`src/inc/amb_pkg.sv`:
```
package amb_pkg;

  // Core clock and the leaky-bucket evaluation period
  localparam int CLK_HZ = 40_000_000;
  localparam int BUCKET_CYCLE_MS = 128;
  localparam int BUCKET_CYCLE_TICKS = CLK_HZ / 1000 * BUCKET_CYCLE_MS;
  localparam int TICK_W = 23;

  // Register offsets
  localparam logic [7:0] ADDR_UPPER = 8'h5c;
  localparam logic [7:0] ADDR_LOWER = 8'h5d;
  localparam logic [7:0] ADDR_CEILING = 8'h5e;
  localparam logic [7:0] ADDR_LEAK = 8'h5f;
  localparam logic [7:0] ADDR_OUT_EN = 8'h63;
  localparam logic [7:0] ADDR_PATH = 8'h64;
  localparam logic [7:0] ADDR_MEAS = 8'h65;
  localparam logic [7:0] ADDR_ACC = 8'h68;
  localparam logic [7:0] ADDR_STATUS = 8'h69;

  // Reset values
  localparam logic [7:0] RST_UPPER = 8'h06;
  localparam logic [7:0] RST_LOWER = 8'h04;
  localparam logic [7:0] RST_CEILING = 8'h08;
  localparam logic [1:0] RST_LEAK = 2'h1;
  localparam logic [7:0] RST_OUT_EN = 8'hf6;
  localparam logic [7:0] RST_PATH = 8'h01;
  localparam logic [7:0] RST_MEAS = 8'h01;

  // Field positions and writable masks
  localparam int OE_FIRST_BIT = 5;
  localparam int OE_COMP_BIT = 4;
  localparam int PC_SQUELCH_BIT = 6;
  localparam int PC_DUTY_BIT = 5;
  localparam int PC_STD_BIT = 4;
  localparam int PM_MODE_BIT = 7;
  localparam logic [7:0] PATH_MASK = 8'h77;
  localparam logic [7:0] MEAS_MASK = 8'h87;
  localparam int ST_ALARM_BIT = 0;
  localparam int ST_FAIL_BIT = 1;
  localparam int ST_SONET_BIT = 2;
  localparam int ST_FIRST_BIT = 3;
  localparam int ST_COMP_BIT = 4;
  localparam int ST_RUN_BIT = 5;

  // System clock codes of the secondary DPLL
  typedef enum logic [2:0] {
    DPLL_CLK_OFF = 3'h0,
    DPLL_CLK_ON = 3'h1
  } amb_dpll_code_t;

  // Output synthesis
  localparam int NCO_W = 32;
  localparam int FIRST_SDH_HZ = 2_048_000;
  localparam int FIRST_SONET_HZ = 1_544_000;
  localparam int COMP_HZ = 64_000;
  localparam logic [NCO_W-1:0] INC_SDH = NCO_W'((64'(FIRST_SDH_HZ) << NCO_W) / 64'(CLK_HZ));
  localparam logic [NCO_W-1:0] INC_SONET = NCO_W'((64'(FIRST_SONET_HZ) << NCO_W) / 64'(CLK_HZ));
  localparam logic [NCO_W-1:0] INC_COMP = NCO_W'((64'(COMP_HZ) << NCO_W) / 64'(CLK_HZ));
  localparam logic [2:0] DUTY58_LIMIT = 3'h5;
  localparam logic [1:0] STRAP_SETTLE = 2'h2;

  typedef struct packed {
    logic wr;
    logic rd;
    logic [7:0] addr;
    logic [7:0] wdata;
  } amb_reg_req_t;

  typedef struct packed {
    logic [7:0] upper;
    logic [7:0] lower;
    logic [7:0] ceiling;
    logic [1:0] leak;
  } amb_bucket_cfg_t;

endpackage

```
`src/logic/amb_strap_capture.sv`:
```
`timescale 1ns/10ps
module amb_strap_capture
  import amb_pkg::*;
(
  // Clock and reset
  input wire logic core_clk,
  input wire logic sys_rst,
  // Strap pin
  input wire logic strapPin,
  // Captured level
  output logic strapLevel,
  output logic strapLoad
);

  logic syncA_r;
  logic syncB_r;
  logic [1:0] settle_r;

  // Strap is caught after release, once the synchroniser holds a real sample
  always_ff @(posedge core_clk) begin
    syncA_r <= strapPin;
    syncB_r <= syncA_r;
  end

  always_ff @(posedge core_clk) begin
    if (sys_rst) begin
      settle_r <= 2'h0;
    end else if (settle_r != 2'h3) begin
      settle_r <= settle_r + 2'h1;
    end
  end

  always_ff @(posedge core_clk) begin
    if (sys_rst) begin
      strapLevel <= 1'b0;
      strapLoad <= 1'b0;
    end else begin
      strapLoad <= (settle_r == STRAP_SETTLE);
      if (settle_r == STRAP_SETTLE) begin
        strapLevel <= syncB_r;
      end
    end
  end

endmodule

```
`src/logic/amb_clock_gen.sv`:
```
`timescale 1ns/10ps
module amb_clock_gen
  import amb_pkg::*;
(
  // Clock and reset
  input wire logic core_clk,
  input wire logic sys_rst,
  // Control
  input wire logic run,
  input wire logic sonet,
  input wire logic duty58,
  // Synthesised clocks
  output logic firstClk,
  output logic compClk
);

  logic [NCO_W-1:0] firstPhase_r;
  logic [NCO_W-1:0] compPhase_r;

  // Phase accumulators: edges jitter by one core period, the price of one clock
  always_ff @(posedge core_clk) begin
    if (sys_rst || !run) begin
      firstPhase_r <= '0;
      compPhase_r <= '0;
    end else begin
      firstPhase_r <= firstPhase_r + (sonet ? INC_SONET : INC_SDH);
      compPhase_r <= compPhase_r + INC_COMP;
    end
  end

  always_ff @(posedge core_clk) begin
    if (sys_rst || !run) begin
      firstClk <= 1'b0;
      compClk <= 1'b0;
    end else begin
      firstClk <= firstPhase_r[NCO_W-1];
      if (duty58) begin
        compClk <= (compPhase_r[NCO_W-1 -: 3] < DUTY58_LIMIT);
      end else begin
        compClk <= !compPhase_r[NCO_W-1];
      end
    end
  end

endmodule

```
`src/logic/amb_activity_bits_cfg.sv`:
```
`timescale 1ns/10ps
module amb_activity_bits_cfg
  import amb_pkg::*;
#(
  parameter int CYCLE_TICKS = BUCKET_CYCLE_TICKS
) (
  // Clock and reset
  input wire logic core_clk,
  input wire logic sys_rst,
  // Register port
  input wire amb_reg_req_t regReq,
  output logic [7:0] regRdata,
  output logic regRdValid,
  // Activity monitor and path status
  input wire logic inputFailSeen,
  input wire logic secondaryInputsFailed,
  output logic inactivityAlarm,
  // Standard selection from the main device and strap
  input wire logic mainStdOverride,
  input wire logic mainStdSonet,
  input wire logic standardStrapPin,
  // Timing outputs
  output logic firstTimingOutput,
  output logic firstOutputOn,
  output logic compositeTimingOutput,
  output logic secondOutputOn,
  // Secondary DPLL control
  output logic dpllClockRun,
  output logic dpllEnable,
  output logic phaseMeasureMode
);

  amb_bucket_cfg_t bucketCfg_r;
  logic [7:0] outEnables_r;
  logic [7:0] pathCtrl_r;
  logic [7:0] measCtrl_r;

  logic [TICK_W-1:0] tick_r;
  logic cycleEnd;
  logic failSeen_r;
  logic cycleFailed;
  logic [2:0] quiet_r;
  logic [2:0] quiet_nxt;
  logic leakNow;
  logic [7:0] acc_r;
  logic [7:0] acc_nxt;
  logic alarm_r;

  logic strapLevel;
  logic strapLoad;
  logic stdSonet;
  logic squelchNow;
  logic firstOn;
  logic compOn;
  logic clkRun;
  logic genRun;
  logic firstClk;
  logic compClk;

  // Quiet cycles needed per leak step, less one
  function automatic logic [2:0] leakLast(input logic [1:0] code);
    unique case (code)
      2'h0: leakLast = 3'h0;
      2'h1: leakLast = 3'h1;
      2'h2: leakLast = 3'h3;
      2'h3: leakLast = 3'h7;
    endcase
  endfunction

  function automatic logic hit(input amb_reg_req_t req, input logic [7:0] addr);
    hit = (req.addr == addr);
  endfunction

  // Configuration writes
  always_ff @(posedge core_clk) begin
    if (sys_rst) begin
      bucketCfg_r.upper <= RST_UPPER;
      bucketCfg_r.lower <= RST_LOWER;
      bucketCfg_r.ceiling <= RST_CEILING;
      bucketCfg_r.leak <= RST_LEAK;
    end else if (regReq.wr) begin
      if (hit(regReq, ADDR_UPPER)) begin
        bucketCfg_r.upper <= regReq.wdata;
      end
      if (hit(regReq, ADDR_LOWER)) begin
        bucketCfg_r.lower <= regReq.wdata;
      end
      if (hit(regReq, ADDR_CEILING)) begin
        bucketCfg_r.ceiling <= regReq.wdata;
      end
      if (hit(regReq, ADDR_LEAK)) begin
        bucketCfg_r.leak <= regReq.wdata[1:0];
      end
    end
  end

  // Unused enable bits are stored so software can read back its power setting
  always_ff @(posedge core_clk) begin
    if (sys_rst) begin
      outEnables_r <= RST_OUT_EN;
    end else if (regReq.wr && hit(regReq, ADDR_OUT_EN)) begin
      outEnables_r <= regReq.wdata;
    end
  end

  // The strap level lands in the standard bit once; a software write in that same cycle wins over it
  always_ff @(posedge core_clk) begin
    if (sys_rst) begin
      pathCtrl_r <= RST_PATH;
    end else if (regReq.wr && hit(regReq, ADDR_PATH)) begin
      pathCtrl_r <= regReq.wdata & PATH_MASK;
    end else if (strapLoad) begin
      pathCtrl_r[PC_STD_BIT] <= strapLevel;
    end
  end

  always_ff @(posedge core_clk) begin
    if (sys_rst) begin
      measCtrl_r <= RST_MEAS;
    end else if (regReq.wr && hit(regReq, ADDR_MEAS)) begin
      measCtrl_r <= regReq.wdata & MEAS_MASK;
    end
  end

  // Read port, one cycle latency, unmapped offsets read zero
  always_ff @(posedge core_clk) begin
    if (sys_rst) begin
      regRdata <= 8'h00;
      regRdValid <= 1'b0;
    end else begin
      regRdValid <= regReq.rd;
      if (regReq.rd) begin
        unique case (regReq.addr)
          ADDR_UPPER: regRdata <= bucketCfg_r.upper;
          ADDR_LOWER: regRdata <= bucketCfg_r.lower;
          ADDR_CEILING: regRdata <= bucketCfg_r.ceiling;
          ADDR_LEAK: regRdata <= {6'h00, bucketCfg_r.leak};
          ADDR_OUT_EN: regRdata <= outEnables_r;
          ADDR_PATH: regRdata <= pathCtrl_r;
          ADDR_MEAS: regRdata <= measCtrl_r;
          ADDR_ACC: regRdata <= acc_r;
          ADDR_STATUS: begin
            regRdata <= 8'h00;
            regRdata[ST_ALARM_BIT] <= alarm_r;
            regRdata[ST_FAIL_BIT] <= failSeen_r;
            regRdata[ST_SONET_BIT] <= stdSonet;
            regRdata[ST_FIRST_BIT] <= firstOn;
            regRdata[ST_COMP_BIT] <= compOn;
            regRdata[ST_RUN_BIT] <= clkRun;
          end
          default: regRdata <= 8'h00;
        endcase
      end
    end
  end

  // Evaluation cycle timer
  always_ff @(posedge core_clk) begin
    if (sys_rst || cycleEnd) begin
      tick_r <= '0;
    end else begin
      tick_r <= tick_r + TICK_W'(1);
    end
  end

  assign cycleEnd = (tick_r == TICK_W'(CYCLE_TICKS - 1));

  // A failure seen in the closing cycle still counts for that cycle
  assign cycleFailed = failSeen_r || inputFailSeen;

  always_ff @(posedge core_clk) begin
    if (sys_rst) begin
      failSeen_r <= 1'b0;
    end else if (cycleEnd) begin
      failSeen_r <= 1'b0;
    end else if (inputFailSeen) begin
      failSeen_r <= 1'b1;
    end
  end

  // Quiet cycle counting for the leak
  always_comb begin
    quiet_nxt = quiet_r;
    leakNow = 1'b0;
    if (cycleEnd) begin
      if (cycleFailed) begin
        quiet_nxt = 3'h0;
      end else if (quiet_r >= leakLast(bucketCfg_r.leak)) begin
        quiet_nxt = 3'h0;
        leakNow = 1'b1;
      end else begin
        quiet_nxt = quiet_r + 3'h1;
      end
    end
  end

  always_ff @(posedge core_clk) begin
    if (sys_rst) begin
      quiet_r <= 3'h0;
    end else begin
      quiet_r <= quiet_nxt;
    end
  end

  // Accumulator; a lowered ceiling pulls a fuller bucket down on its next fill
  always_comb begin
    acc_nxt = acc_r;
    if (cycleEnd && cycleFailed) begin
      if (acc_r >= bucketCfg_r.ceiling) begin
        acc_nxt = bucketCfg_r.ceiling;
      end else begin
        acc_nxt = acc_r + 8'h01;
      end
    end else if (leakNow && acc_r != 8'h00) begin
      acc_nxt = acc_r - 8'h01;
    end
  end

  always_ff @(posedge core_clk) begin
    if (sys_rst) begin
      acc_r <= 8'h00;
    end else begin
      acc_r <= acc_nxt;
    end
  end

  // Alarm hysteresis between the two limits
  always_ff @(posedge core_clk) begin
    if (sys_rst) begin
      alarm_r <= 1'b0;
    end else if (!alarm_r && acc_r >= bucketCfg_r.upper) begin
      alarm_r <= 1'b1;
    end else if (alarm_r && acc_r <= bucketCfg_r.lower) begin
      alarm_r <= 1'b0;
    end
  end

  assign inactivityAlarm = alarm_r;

  // Output gating
  assign stdSonet = mainStdOverride ? mainStdSonet : pathCtrl_r[PC_STD_BIT];
  assign squelchNow = pathCtrl_r[PC_SQUELCH_BIT] && secondaryInputsFailed;
  assign firstOn = outEnables_r[OE_FIRST_BIT] && !squelchNow;
  assign compOn = outEnables_r[OE_COMP_BIT] && !squelchNow;
  // Illegal codes are treated as off so a bad write cannot run a wild clock
  assign clkRun = (amb_dpll_code_t'(pathCtrl_r[2:0]) == DPLL_CLK_ON);
  assign genRun = clkRun && !measCtrl_r[PM_MODE_BIT];

  amb_strap_capture u_strap (
    .core_clk(core_clk),
    .sys_rst(sys_rst),
    .strapPin(standardStrapPin),
    .strapLevel(strapLevel),
    .strapLoad(strapLoad)
  );

  amb_clock_gen u_clkgen (
    .core_clk(core_clk),
    .sys_rst(sys_rst),
    .run(genRun),
    .sonet(stdSonet),
    .duty58(pathCtrl_r[PC_DUTY_BIT]),
    .firstClk(firstClk),
    .compClk(compClk)
  );

  always_ff @(posedge core_clk) begin
    if (sys_rst) begin
      firstTimingOutput <= 1'b0;
      compositeTimingOutput <= 1'b0;
      firstOutputOn <= 1'b0;
      secondOutputOn <= 1'b0;
      dpllClockRun <= 1'b0;
      dpllEnable <= 1'b0;
      phaseMeasureMode <= 1'b0;
    end else begin
      firstTimingOutput <= firstOn && firstClk;
      compositeTimingOutput <= compOn && compClk;
      firstOutputOn <= firstOn;
      secondOutputOn <= compOn;
      dpllClockRun <= clkRun;
      dpllEnable <= genRun;
      phaseMeasureMode <= measCtrl_r[PM_MODE_BIT];
    end
  end

endmodule

```
`config.mk`:
```
export PLATFORM = sky130hd
export DESIGN_NAME = amb_activity_bits_cfg
export DESIGN_NICKNAME = d
export VERILOG_FILES = /design/src/inc/amb_pkg.sv /design/src/logic/amb_strap_capture.sv /design/src/logic/amb_clock_gen.sv /design/src/logic/amb_activity_bits_cfg.sv
export SDC_FILE = /design/constraint.sdc
export NUM_CORES = 1
export LEC_CHECK = 0
export BUFFER_PORTS_ARGS = -buffer_cell sky130_fd_sc_hd__buf_2
export CORE_MARGIN = 3
export CORE_UTILIZATION = 35
export CTS_BUF_LIST = sky130_fd_sc_hd__clkbuf_2
export DETAILED_ROUTE_END_ITERATION = 7
export GPL_TIMING_DRIVEN = 1
export RECOVER_POWER = 50
export SYNTH_ARGS = -nofsm -noshare
export SYNTH_HDL_FRONTEND = slang
export SYNTH_SLANG_ARGS = --single-unit
```
`constraint.sdc`:
```
create_clock -name core_clk -period 6.55 [get_ports core_clk]
set_input_delay 0.655 -clock core_clk [delete_from_list [all_inputs] [get_ports core_clk]]
set_output_delay 0.655 -clock core_clk [all_outputs]
set_load 0.02 [all_outputs]
```
==> summary.log <==
INFO  run_status     run_status=finished clean
INFO  routing        postRouteAntennaNets=0
INFO  synthesis      post_synth_instance_area=9115squm
INFO  worst_hold_path hold_path_class=primary input to flop
INFO  cells_and_area ff_latch_area=3363squm
INFO  clocking       h-tree-depth=4
INFO  synthesis      syn_area_per_cell=8.279squm
INFO  setup_path     path_max_fanout=12
INFO  timing         final.setup.worst_slack=3609ps
INFO  synthesis      synthXorXnorAreaFrac=5.957%
INFO  synthesis      synth_top_family_by_area=simple AND/OR/NAND/NOR gates
INFO  timing         worstMarginPinSlew=1422ps
INFO  job            maxCapViolCount=0
INFO  setup_path     slowest_delay=440ps
INFO  global_routing grtUsageTotal=15.83%
INFO  die            die_height=167.4microns
INFO  routing        drt_pre_antenna_iters=5
INFO  timing         slew_violations=0
INFO  setup_path     rrSetupSlack=3610ps
INFO  global_routing grtUsageMet3=3.069%
INFO  clocking       tritoncts=done
INFO  timing         finalSetupViolations=0
INFO  cells_and_area final_nets=1193
INFO  cells_and_area drive_above_1_share=7.440%
INFO  global_routing pin_count_of_the_biggest_net_entering_global_routing=62
INFO  global_routing grt-busiest-layer=met2
INFO  clocking       clk_path_buf_depth=2
INFO  placement      place_worst_setup_slack=3069ps
INFO  die            initial_core_util=35.89%
INFO  cells_and_area multi_input_gate_area_in_the_final_layout=5334squm
INFO  setup_path     critical_path.endpoint_type=flop
INFO  placement      port_buffers=41
INFO  setup_path     r2r.worst_path.cells=10
INFO  timing         clock-skew-final=35.85ps
INFO  synthesis      synth_cell_type_count=82
INFO  synthesis      asyncSetResetFlopFracSynth=0%
INFO  placement      post-place-cells=1426
INFO  clocking       cts_post_setup_buffers_inserted=0
INFO  die            die_area=28010squm
INFO  setup_path     rr_endpoint=u_clkgen.firstPhase_r[30]
INFO  routing        total_drc_errors_in_the_routed_layout=0
INFO  cells_and_area postLayoutCoreUtil=38.57%
INFO  timing         worst_hold_slack=185.7ps
INFO  setup_path     cp_cell_sequence=mux2i_1 -> buf_4 -> inv_1 -> ha_1 -> nand3_1 -> o221a_4 -> or3_4 -> a2111o_1 -> a21oi_1 -> nor3b_2
INFO  routing        vias_per_cell=5.355
INFO  global_routing grt_pass1_wl=37090microns
INFO  placement      gpl.final_weighted_congestion=0.8956
INFO  die            floorplan.core_area=25400squm
INFO  routing        wl_per_cell=15.10microns
INFO  timing         fmax=340.0MHz
INFO  synthesis      ys_ff_latch=168
INFO  die            num_rows=58
INFO  setup_path     crit_required=7150ps
INFO  setup_path     rr_startpoint=pathCtrl_r[4]
INFO  clocking       number_of_buffers_added_by_the_clock_tree_synthesis_step=17
INFO  power          cell_pwr_density=258.0nW/um^2
INFO  synthesis      postSynth.topFlopCell=sky130_fd_sc_hd__dfxtp_1
INFO  timing         rsz0062_at_grt=no
INFO  cells_and_area final_cell_mix=sky130_fd_sc_hd__dfxtp_1, sky130_fd_sc_hd__nor2_1, sky130_fd_sc_hd__nand2_1
INFO  global_routing overflow=0
INFO  cells_and_area instances_no_fill=1460
INFO  global_routing groute.layer.met1.usage=21.81%
INFO  worst_hold_path hp-start=regReq[7]
INFO  setup_path     worst_setup_path_endpoint=u_clkgen.firstPhase_r[30]
INFO  die            pin_count=42
INFO  setup_path     crit_path_start=pathCtrl_r[4]
INFO  timing         post-route-min-period=2941ps
INFO  synthesis      yosysSeqAreaShare=36.90%
INFO  clocking       cts_root_buf=sky130_fd_sc_hd__clkbuf_2
INFO  power          leakagePower=3.923nW
INFO  routing        initialDrtViolationCount=571
INFO  setup_path     critical_path.slowest_cell=sky130_fd_sc_hd__a2111o_1
INFO  synthesis      synth_compound_gate_area_share=18.38%
INFO  global_routing grt_pass1_vias=7374
INFO  setup_path     path_class=flop to flop
INFO  synthesis      synth-simple-area-share=22.28%
INFO  placement      dp_hpwl=15590microns
INFO  routing        drt-total-wl=22040microns
INFO  clocking       cts_num_sinks=168
INFO  timing         worst_slew_margin_rel=5.206%
INFO  timing         totalNegativeSetupSlack=0ps
INFO  cells_and_area layout_commonest_cell=sky130_fd_sc_hd__dfxtp_1
INFO  synthesis      synthesis.yosys.warnings=0
INFO  routing        detailroute.via_count=7819
INFO  clocking       clkTransAtPathRegs=280ps
INFO  setup_path     timing.critical_path.from_type=flop
INFO  clocking       worst_skew_pair.late_latency=720ps
INFO  power          max-vdd-ir-drop=121.2uV
INFO  die            die_width=167.4microns
INFO  timing         finalCritPeriodShare=44.90%
INFO  synthesis      synth-edff-count=0
INFO  setup_path     critPathArrivalTime=3540ps
INFO  synthesis      area_share_of_fa_ha_maj_cells_after_synthesis=7.138%
INFO  timing         final-hold-violation-count=0
INFO  global_routing number_of_antenna_violations_at_the_first_check_in_global_routing=1
INFO  synthesis      synthesis.nets=1178
INFO  synthesis      synth.mux.area_fraction=4.763%
INFO  global_routing global_route.usage.met2=25.50%
INFO  cells_and_area n_fill_cell=2645
INFO  synthesis      syn-instance-count=1101
INFO  cells_and_area area_growth_syn_to_layout=7.467%
-- per-stage QoR --
step | total power, mW | area (sq um)
after floorplan | 1.810 | 9115
after global placement | 1.952 | 9554
after detailed placement | 1.959 | 9554
after CTS | 2.550 | 9818
after global routing | 2.711 | 9796
final | 2.527 | 9796
-- worst min path at each step --
stage,end,cells after the start
after floorplan,u_strap.syncB_r,0
after global placement,u_strap.syncB_r,0
after detailed placement,u_strap.syncB_r,0
after CTS,bucketCfg_r[25],3
after global routing,regRdValid,2
final,bucketCfg_r[25],3
-- flip-flops by register name, summed over array words and instances, names as in the netlist, 2 cells and up --
signal,cells
tick_r,23
u_strap.settle_r,2
acc_r,8
pathCtrl_r,6
quiet_r,3
u_clkgen.compPhase_r,32
bucketCfg_r,26
u_clkgen.firstPhase_r,32
outEnables_r,8
measCtrl_r,4
regRdata,8
-- Yosys cell counts (3+ instances only) --
master / n / share of area (%)
sky130_fd_sc_hd__xnor2_1: 28 / 2.7
sky130_fd_sc_hd__buf_2: 15 / 0.82
sky130_fd_sc_hd__o211ai_1: 9 / 0.74
sky130_fd_sc_hd__o22ai_1: 3 / 0.21
sky130_fd_sc_hd__a31oi_1: 11 / 0.76
sky130_fd_sc_hd__xor2_1: 34 / 3.3
sky130_fd_sc_hd__a21oi_1: 71 / 3.9
sky130_fd_sc_hd__a211o_1: 4 / 0.38
sky130_fd_sc_hd__o21bai_1: 3 / 0.25
sky130_fd_sc_hd__nand4_1: 13 / 0.89
sky130_fd_sc_hd__a22oi_1: 4 / 0.33
sky130_fd_sc_hd__o31a_1: 4 / 0.38
sky130_fd_sc_hd__mux2i_1: 40 / 4.4
sky130_fd_sc_hd__buf_1: 5 / 0.21
sky130_fd_sc_hd__and3_1: 21 / 1.4
sky130_fd_sc_hd__nand2_1: 92 / 3.8
sky130_fd_sc_hd__nor2b_1: 13 / 0.89
sky130_fd_sc_hd__clkbuf_1: 28 / 1.2
sky130_fd_sc_hd__nand3_1: 47 / 2.6
sky130_fd_sc_hd__o31ai_1: 4 / 0.33
sky130_fd_sc_hd__a32o_1: 3 / 0.33
sky130_fd_sc_hd__inv_1: 52 / 2.1
sky130_fd_sc_hd__or3_1: 8 / 0.55
sky130_fd_sc_hd__o21ai_0: 60 / 3.3
sky130_fd_sc_hd__a21boi_0: 3 / 0.25
sky130_fd_sc_hd__nor2_1: 143 / 5.9
sky130_fd_sc_hd__nor3b_1: 6 / 0.49
sky130_fd_sc_hd__a221oi_1: 5 / 0.48
sky130_fd_sc_hd__nor4_1: 6 / 0.41
sky130_fd_sc_hd__nor3_1: 20 / 1.1
sky130_fd_sc_hd__a21o_1: 8 / 0.66
sky130_fd_sc_hd__or2_2: 6 / 0.41
sky130_fd_sc_hd__o21a_1: 8 / 0.66
sky130_fd_sc_hd__ha_1: 52 / 7.1
sky130_fd_sc_hd__o41ai_1: 5 / 0.48
sky130_fd_sc_hd__o32ai_1: 6 / 0.58
sky130_fd_sc_hd__and2_1: 10 / 0.69
sky130_fd_sc_hd__and4_1: 4 / 0.38
sky130_fd_sc_hd__dfxtp_1: 168 / 37
sky130_fd_sc_hd__a32oi_1: 4 / 0.38
sky130_fd_sc_hd__nand2b_1: 13 / 0.89
sky130_fd_sc_hd__a211oi_1: 12 / 0.99
-- logic make-up (layout without fill, tap and decap cells) --
| group | count (synthesis) | in the layout |
|---|---|---|
| other | 0 | 1 |
| AOI/OAI and AO/OA | 252 | 252 |
| muxes | 43 | 43 |
| xor gates and xnor gates | 62 | 62 |
| DFF | 168 | 168 |
| buffers and inverters | 105 | 133 |
| and+or+nand+nor | 419 | 419 |
| adders and majority gates | 52 | 52 |
-- power breakdown --
group | switching (mW) | internal (mW) | total (mW)
registers | 0.0879 | 1.13 | 1.22
clock network | 0.396 | 0.184 | 0.580
logic | 0.424 | 0.305 | 0.730
-- cell type report --
class | instances | area share (%)
multi-input combinational | 828 | 54.45
clock inverter | 15 | 1.724
antenna | 1 | 0.02555
tap | 330 | 4.215
timing repair buffer | 46 | 2.274
sequential | 168 | 34.33
clock buffer | 17 | 0.8686
inverter | 55 | 2.108
-- repair_timing --
action / CTS / global route
hold buffers: 1 / 0
setup endpoints to repair: 0 / 0
endpoints found under the hold margin: 1 / 0
resized for setup: 0 / 0
-- metal layers --
| layer | vias to the layer above | part of all wire, % |
|---|---|---|
| met5 | - | 0 |
| met4 | 0 | 1.5 |
| met3 | 30 | 5.2 |
| met2 | 189 | 47 |
| met1 | 3657 | 47 |
| li1 | 3943 | - |
-- critical path: cells and delay by family (launching register included) --
kind                     cells  cell delay [ps]
adder cells (fa/ha/maj)      1              380
AO/OA/AOI/OAI                3              900
flip-flops                   1              410
buffers and inverters        2              410
AND/OR/NAND/NOR              3              590
multiplexers                 1              140
Note: power is estimated with default switching activity, not from simulation.
